===== src/asrc_pkg.sv =====
// constants shared by the serial readout control block
package asrc_pkg;

  // ****************************************************************
  // conversion sequence counts, in conversion clock falling edges; READ_LAST counts serial clock falls
  // ****************************************************************
  localparam int unsigned CAL_CYCLES = 14000;
  localparam int unsigned RESULT_BITS = 16;
  localparam logic [1:0] ACQ_EDGES = 2'h3;
  localparam logic [4:0] CONVERT_REQUEST_N_EDGES = 5'h10;
  localparam logic [3:0] READ_LAST = 4'hf;

  // ****************************************************************
  // range/powerdown code and reset values
  // ****************************************************************
  localparam logic [1:0] RNG_SHDN = 2'h0;
  localparam logic [1:0] RNG_UNI = 2'h1;
  localparam logic DONE_N_RST = 1'b1;

  // ****************************************************************
  // bit positions in the synchronised pin vector
  // ****************************************************************
  localparam int unsigned PIN_W = 7;
  localparam int unsigned PIN_CCLK = 0;
  localparam int unsigned PIN_SCLK = 1;
  localparam int unsigned PIN_CONVERT_REQUEST_N = 2;
  localparam int unsigned PIN_RST = 3;
  localparam int unsigned PIN_CS = 4;
  localparam int unsigned PIN_RNG0 = 5;
  localparam int unsigned PIN_RNG1 = 6;

  typedef enum logic [1:0] {ST_CAL, ST_IDLE, ST_CONVERT_REQUEST_N} asrc_state_t;

endpackage


===== src/asrc_readout_ctrl.sv =====
// control, calibration and serial result readout of the converter
//
// Summary of operation
// RL1: mode 1 shifts bits on conversion clock
// RL2: reset starts 14,000-cycle calibration
// RL3: done flag falls when calibration ends
// RL4: host gives 20 clocks per conversion; the host model's convert gives 22 (4 acquisition, 18 burst)
// RL5: output changes on conversion clock fall
// RL6: burst gaps keep conversion under 20ms
// RL7: mode 2 reads out between conversions
// RL8: host syncs start request to clock
// RL9: done flag low means result ready
// RL10: next start allowed any time after readout; the code waits for the fourth edge after conversion end
// RL11: output changes on serial clock fall
// RL12: host recalibrates when clocking changes
// RL13: start waits four edges after conversion
// RL14: range pin selects range or shutdown
// RL15: sixteen bits MSB first, nothing more
`timescale 1ns/1ps
module asrc_readout_ctrl #(
  parameter int unsigned CAL_CYCLES = asrc_pkg::CAL_CYCLES
) (
  input wire logic clk,
  input wire logic reset_n,
  input wire logic convert_request_n_clk,
  input wire logic serial_clk,
  input wire logic convert_request_n,
  input wire logic cal_reset_n,
  input wire logic chip_select_n,
  input wire logic [1:0] range_select_powerdown,
  input wire logic [15:0] sample_code,
  output logic done_n,
  output logic serial_out,
  output logic serial_out_en,
  output logic range_bipolar,
  output logic powered_down
);

  // ****************************************************************
  // pin synchronisation
  // ****************************************************************
  logic [asrc_pkg::PIN_W-1:0] pins, lvl, fall;
  assign pins = {range_select_powerdown, chip_select_n, cal_reset_n,
                 convert_request_n, serial_clk, convert_request_n_clk};

  asrc_sync #(.W(asrc_pkg::PIN_W)) u_sync (
    .clk(clk),
    .reset_n(reset_n),
    .pin(pins),
    .level(lvl),
    .rise(),
    .fall(fall)
  );

  logic convert_request_n_fall, sclk_fall, rst_pin_ok, awake;
  logic [1:0] rng;
  assign convert_request_n_fall = fall[asrc_pkg::PIN_CCLK];
  assign sclk_fall = fall[asrc_pkg::PIN_SCLK];
  assign rst_pin_ok = lvl[asrc_pkg::PIN_RST];
  assign rng = {lvl[asrc_pkg::PIN_RNG1], lvl[asrc_pkg::PIN_RNG0]};
  // RL14 shutdown gates progress
  assign awake = (rng != asrc_pkg::RNG_SHDN);

  // ****************************************************************
  // sequence state
  // ****************************************************************
  localparam logic [13:0] CAL_LAST = 14'(CAL_CYCLES - 1);
  typedef asrc_pkg::asrc_state_t asrc_st_t;
  asrc_st_t state_q;
  logic [13:0] cal_cnt_q;
  logic [1:0] idle_cnt_q;
  logic [4:0] bit_cnt_q;
  logic pend_q, done_n_q;
  logic tick, start_evt, end_evt;

  // every sequence step except a pin reset happens on a conversion clock falling edge
  assign tick = convert_request_n_fall && awake && rst_pin_ok;
  // RL13 acquisition window check
  assign start_evt = tick && (state_q == asrc_pkg::ST_IDLE) && pend_q &&
                     (idle_cnt_q >= asrc_pkg::ACQ_EDGES);
  assign end_evt = tick && (state_q == asrc_pkg::ST_CONVERT_REQUEST_N) &&
                   (bit_cnt_q == asrc_pkg::CONVERT_REQUEST_N_EDGES);

  // RL8 request latched edge
  // a new request in the start cycle survives: set wins over clear
  always_ff @(posedge clk or negedge reset_n) begin
    if (!reset_n) begin
      pend_q <= 1'b0;
    end else if (fall[asrc_pkg::PIN_CONVERT_REQUEST_N]) begin
      pend_q <= 1'b1;
    end else if (start_evt || !rst_pin_ok) begin
      pend_q <= 1'b0;
    end
  end

  // calibration, idle acquisition and conversion sequence
  always_ff @(posedge clk or negedge reset_n) begin
    if (!reset_n) begin
      state_q <= asrc_pkg::ST_CAL;
      cal_cnt_q <= '0;
      idle_cnt_q <= '0;
      bit_cnt_q <= '0;
      done_n_q <= asrc_pkg::DONE_N_RST;
    end else if (!rst_pin_ok) begin
      // RL2 pin reset recalibrates
      state_q <= asrc_pkg::ST_CAL;
      cal_cnt_q <= '0;
      done_n_q <= 1'b1;
    end else if (tick) begin
      case (state_q)
        asrc_pkg::ST_CAL: begin
          // RL3 flag at cal end
          if (cal_cnt_q == CAL_LAST) begin
            state_q <= asrc_pkg::ST_IDLE;
            done_n_q <= 1'b0;
            idle_cnt_q <= asrc_pkg::ACQ_EDGES;
          end else begin
            cal_cnt_q <= cal_cnt_q + 14'h0001;
          end
        end
        asrc_pkg::ST_IDLE: begin
          if (start_evt) begin
            state_q <= asrc_pkg::ST_CONVERT_REQUEST_N;
            done_n_q <= 1'b1;
            bit_cnt_q <= '0;
          end else if (idle_cnt_q != asrc_pkg::ACQ_EDGES) begin
            idle_cnt_q <= idle_cnt_q + 2'h1;
          end
        end
        asrc_pkg::ST_CONVERT_REQUEST_N: begin
          // RL9 result ready flag
          if (end_evt) begin
            state_q <= asrc_pkg::ST_IDLE;
            done_n_q <= 1'b0;
            idle_cnt_q <= '0;
          end else begin
            bit_cnt_q <= bit_cnt_q + 5'h01;
          end
        end
        default: state_q <= asrc_pkg::ST_CAL;
      endcase
    end
  end

  // ****************************************************************
  // result shifting
  // ****************************************************************
  logic [15:0] result_q, shift_q;
  logic [3:0] rem_q;
  logic sout_q, rd_live_q;

  // one shift register serves both modes; result_q keeps the word so
  // the between-conversion readout can restart from the top
  always_ff @(posedge clk or negedge reset_n) begin
    if (!reset_n) begin
      result_q <= '0;
      shift_q <= '0;
      rem_q <= '0;
      sout_q <= 1'b0;
      rd_live_q <= 1'b0;
    end else if (start_evt) begin
      result_q <= sample_code;
      shift_q <= sample_code;
      rd_live_q <= 1'b0;
    end else if (tick && state_q == asrc_pkg::ST_CONVERT_REQUEST_N) begin
      if (end_evt) begin
        // RL7 reload for readout
        sout_q <= result_q[15];
        shift_q <= {result_q[14:0], 1'b0};
        rem_q <= asrc_pkg::READ_LAST;
        rd_live_q <= 1'b1;
      end else begin
        // RL1 bit as determined
        sout_q <= shift_q[15];
        shift_q <= {shift_q[14:0], 1'b0};
      end
    end else if (sclk_fall && state_q == asrc_pkg::ST_IDLE && awake) begin
      // RL11 serial clock fall
      if (rd_live_q && rem_q != 4'h0) begin
        sout_q <= shift_q[15];
        shift_q <= {shift_q[14:0], 1'b0};
        rem_q <= rem_q - 4'h1;
      end else begin
        // RL15 nothing past lsb
        sout_q <= 1'b0;
        rd_live_q <= 1'b0;
      end
    end
  end

  // ****************************************************************
  // output registers
  // ****************************************************************
  logic oe_q, bip_q, pd_q;
  // output drives only while selected and powered
  always_ff @(posedge clk or negedge reset_n) begin
    if (!reset_n) begin
      oe_q <= 1'b0;
      bip_q <= 1'b0;
      pd_q <= 1'b0;
    end else begin
      oe_q <= !lvl[asrc_pkg::PIN_CS] && awake;
      // RL14 range decode
      bip_q <= rng[1];
      pd_q <= !awake;
    end
  end

  assign done_n = done_n_q;
  assign serial_out = sout_q;
  assign serial_out_en = oe_q;
  assign range_bipolar = bip_q;
  assign powered_down = pd_q;
endmodule // asrc_readout_ctrl


===== src/asrc_sync.sv =====
// three-flop pin synchroniser with agreed level and edge pulses
`timescale 1ns/1ps
module asrc_sync #(
  parameter int unsigned W = 1
) (
  input wire logic clk,
  input wire logic reset_n,
  input wire logic [W-1:0] pin,
  output logic [W-1:0] level,
  output logic [W-1:0] rise,
  output logic [W-1:0] fall
);

  // ****************************************************************
  // per-bit synchroniser
  // ****************************************************************
  genvar i;
  generate
    for (i = 0; i < W; i++) begin : g_bit
      logic s1_q, s2_q, s3_q, lvl_q;
      // first flop feeds only the second one
      always_ff @(posedge clk or negedge reset_n) begin
        if (!reset_n) begin
          s1_q <= 1'b0;
          s2_q <= 1'b0;
          s3_q <= 1'b0;
        end else begin
          s1_q <= pin[i];
          s2_q <= s1_q;
          s3_q <= s2_q;
        end
      end
      // level moves only once stages two and three agree
      always_ff @(posedge clk or negedge reset_n) begin
        if (!reset_n) begin
          lvl_q <= 1'b0;
        end else if (s2_q == s3_q) begin
          lvl_q <= s3_q;
        end
      end
      assign level[i] = lvl_q;
      assign rise[i] = (s2_q == s3_q) && s3_q && !lvl_q;
      assign fall[i] = (s2_q == s3_q) && !s3_q && lvl_q;
    end
  endgenerate

endmodule // asrc_sync


===== config.mk =====
export PLATFORM = sky130hd
export DESIGN_NAME = asrc_readout_ctrl
export DESIGN_NICKNAME = d
export VERILOG_FILES = /design/src/asrc_pkg.sv /design/src/asrc_readout_ctrl.sv /design/src/asrc_sync.sv
export SDC_FILE = /design/constraint.sdc
export NUM_CORES = 1
export LEC_CHECK = 0
export BUFFER_PORTS_ARGS = -buffer_cell sky130_fd_sc_hd__buf_4
export CORE_MARGIN = 1
export CORE_UTILIZATION = 30
export CTS_CLUSTER_DIAMETER = 200
export DETAILED_ROUTE_END_ITERATION = 12
export PLACE_DENSITY = 0.45
export SYNTH_ARGS = -nofsm -noshare
export SYNTH_HDL_FRONTEND = slang
export SYNTH_SLANG_ARGS = --single-unit

===== constraint.sdc =====
create_clock -name clk -period 2.6 [get_ports clk]
set_input_delay 0.26 -clock clk [delete_from_list [all_inputs] [get_ports clk]]
set_output_delay 0.26 -clock clk [all_outputs]
set_load 0.05 [all_outputs]

==> results.sh <==
export IMPL_cts_tree="done"
export IMPL_num_rows=42
export IMPL_synth_xor_area_frac=0.0168
export IMPL_path_buf_inv=2
export IMPL_grt_busiest_layer="met2"
export IMPL_ctsResizeCount=0
export IMPL_slew_headroom=0.548
export IMPL_grt_pass1_wl_mm=14.5
export IMPL_leakage_uw=0.00229
export IMPL_gp_congestion=0.784
export IMPL_crit_chain="inv_1, ha_1, nand4b_1, or4_1, o21ai_2, buf_4, o221ai_1"
export IMPL_fin_skew_ns=0.00675
export IMPL_ir_drop_v=0.000396
export IMPL_initial_core_util=0.311
export IMPL_grt_use_total=0.131
export IMPL_syn_area_sq_um=4160
export IMPL_drc=0
export IMPL_crit_type="reg2reg"
export IMPL_routed_via_density=4.80
export IMPL_grt_pass1_vias=2915
export IMPL_timing_hold_ws_ns=0.0169
export IMPL_drive_gt1_frac=0.159
export IMPL_grtUsageMet3=0.0242
export IMPL_cts_hold_buf=1
export IMPL_synth_mux_area_fraction=0.0412
export IMPL_antenna_left=0
export IMPL_cp_max_fo=16
export IMPL_ys_seq_area_frac=0.565
export IMPL_drv_cap=0
export IMPL_hold_depth=1
export IMPL_areaGrowthSynthToFinish_pct=20.1
export IMPL_firstDrtPassIters=4
export IMPL_vias=2902
export IMPL_synth_compound_area_frac=0.122
export IMPL_cp_slowest_cell="or4_1"
export IMPL_max_stage_delay_ns=0.59
export IMPL_synth_edf_count=0
export IMPL_die_h_microns=120
export IMPL_cp_arrival_ns=2.24
export IMPL_synth_fp_nets=418
export IMPL_cts_buffers=9
export IMPL_finalSetupViolCount=0
export IMPL_worst_pin_slew_ns=0.673
export IMPL_wl_mm=8.57
export IMPL_status="finished clean"
export IMPL_core_region_area_sq_um=13400
export IMPL_powerDensity_nw_per_um2=647
export IMPL_grt_max_degree=66
export IMPL_wl_per_cell_microns=14.2
export IMPL_period_minus_slack_ns=2.03
export IMPL_ys_async_sr_fraction=1.00
export IMPL_cts_sinks=94
export IMPL_grtUsageMet2=0.202
export IMPL_overflow=0
export IMPL_htree_levels=3
export IMPL_crit_family="simple AND/OR/NAND/NOR gates"
export IMPL_die_width_microns=120
export IMPL_rsz0062_at_grt="no"
export IMPL_timing_final_crit_share=0.781
export IMPL_most_common_layout_cells="dfrtp_1, nand2_1, buf_4, inv_1, nor2_1"
export IMPL_ys_seq_elements=94
export IMPL_mostFrequentLayoutCell="dfrtp_1"
export IMPL_drt_initial_drc_count=189
export IMPL_synth_adder_area_share=0.0337
export IMPL_numPortBuffers=29
export IMPL_path_depth=7
export IMPL_synthSimpleGateAreaFrac=0.173
export IMPL_final_net_count=456
export IMPL_post_place_ws_ns=0.576
export IMPL_syn_avg_cell_area_sq_um=10.8
export IMPL_final_util=0.373
export IMPL_drv_slew=0
export IMPL_synth_cell_types=56
export IMPL_io_pins=30
export IMPL_hpwl_mm=5.56
export IMPL_final_hold_violation_count=0
export IMPL_root_buffer="clkbuf_16"
export IMPL_antenna_cells=0
export IMPL_hold_class="in2reg"
export IMPL_synthCells=385
export IMPL_reg2regPathDepth=7
export IMPL_cp_required_ns=2.81
export IMPL_grt_use_met1=0.176
export IMPL_die_area_sq_um=14400
export IMPL_end_kind="register"
export IMPL_post_cts_setup_buffers=0
export IMPL_insertion_delay_ns=0.35
export IMPL_cts_buffer_depth=2
export IMPL_fin_ws_ns=0.570
export IMPL_setup_tns_ns=0
export IMPL_ys_warn_count=0
export IMPL_start_kind="register"
export IMPL_total_power_uw=3230
export IMPL_synth_top_family_by_area="simple AND/OR/NAND/NOR gates"
export IMPL_synthFlopType="dfrtp_1"
export IMPL_max_freq_mhz=493
export IMPL_antenna_found_initial=0
export IMPL_cts_clk_slew_worst_paths_ns=0.06
==> synthesized netlist by cell type, types with 2 or more instances <==
cell       number  share of area
or4_1           6          0.011
xor2_1          6          0.013
and4bb_2        2         0.0060
nand2_1        59          0.053
nand4b_1        2         0.0042
mux2i_1        16          0.038
ha_1            8          0.024
a21oi_1        19          0.023
maj3_1          4         0.0096
or3_1           3         0.0045
nand2b_1        2         0.0030
o31ai_1         8          0.014
inv_1          30          0.027
nor4_1          2         0.0030
a32o_1          2         0.0048
nor3b_1         2         0.0036
nand3_1         6         0.0072
nand4bb_1       3         0.0081
nor2_1         20          0.018
o21ai_0        15          0.018
buf_2           5         0.0060
nor3_1          7         0.0084
and4_1          3         0.0063
o221ai_1       15          0.032
and2_1          2         0.0030
nand4_1         7          0.011
xnor2_1         2         0.0042
buf_4           3         0.0054
dfrtp_1        93           0.56
clkbuf_1        7         0.0063
==> cell families (layout without fill, tap and decap cells) <==
group           count (synthesis)  count (layout)
mux                            17              17
simple gates                  135             135
flops                          94              94
fa+ha+maj                      12              12
compound gates                 72              72
xor+xnor                        8               8
buf+inv                        47              90
==> through the flow <==
step           std cells  instance area [sq um]
2_1_floorplan        385                   4160
3_3_place_gp         585                   4610
3_5_place_dp         585                   4610
4_1_cts              602                   4980
5_1_grt              604                   5000
6_report             604                   5000
==> routing by layer <==
layer	wire (microns)	vias up
met1	4350	1422
met3	160	9
met4	162	0
met2	3900	29
li1	-	1442
met5	0	-
==> final timing paths <==
check	from	endpoint	slack [ns]
worst min register to register	u_sync.g_bit[5].s1_q	u_sync.g_bit[5].s2_q	0.35
worst max-delay path	u_sync.g_bit[1].s3_q	shift_q[14]	0.57
max in group asynchronous	reset_n	result_q[11]	1.52
min in group asynchronous	reset_n	u_sync.g_bit[5].s1_q	0.38
worst min-delay path	cal_reset_n	u_sync.g_bit[3].s1_q	0.02
worst max register to register	u_sync.g_bit[1].s3_q	shift_q[14]	0.57
==> flip-flops by register name (all words and copies together), names as in the netlist, 2 cells and up <==
signal / count
result_q: 16
shift_q: 16
cal_cnt_q: 14
u_sync.g_bit.lvl_q: 7
u_sync.g_bit.s1_q: 7
u_sync.g_bit.s2_q: 7
u_sync.g_bit.s3_q: 7
bit_cnt_q: 5
rem_q: 4
idle_cnt_q: 2
state_q: 2
==> power breakdown <==
part / internal, uW / switching [uW] / leakage, uW
sequential: 1500 / 28.9 / 0.00107
combinational: 56.2 / 87.6 / 0.00105
clock: 992 / 569 / 0.000168
==> layout make-up <==
cell class	instances	area, sq um
timing repair buffer	43	343
tap	176	220
fill	1314	8400
multi-input combinational	244	1610
clock inverter	5	105
sequential	94	2350
clock buffer	11	253
inverter	31	116
==> worst reg2reg max path: stages, from the launching register on <==
cell	delay, ns
dfrtp_1	0.36
inv_1	0.07
ha_1	0.14
nand4b_1	0.24
or4_1	0.59
o21ai_2	0.08
buf_4	0.25
o221ai_1	0.16
Power figures use the tool's default switching activity.
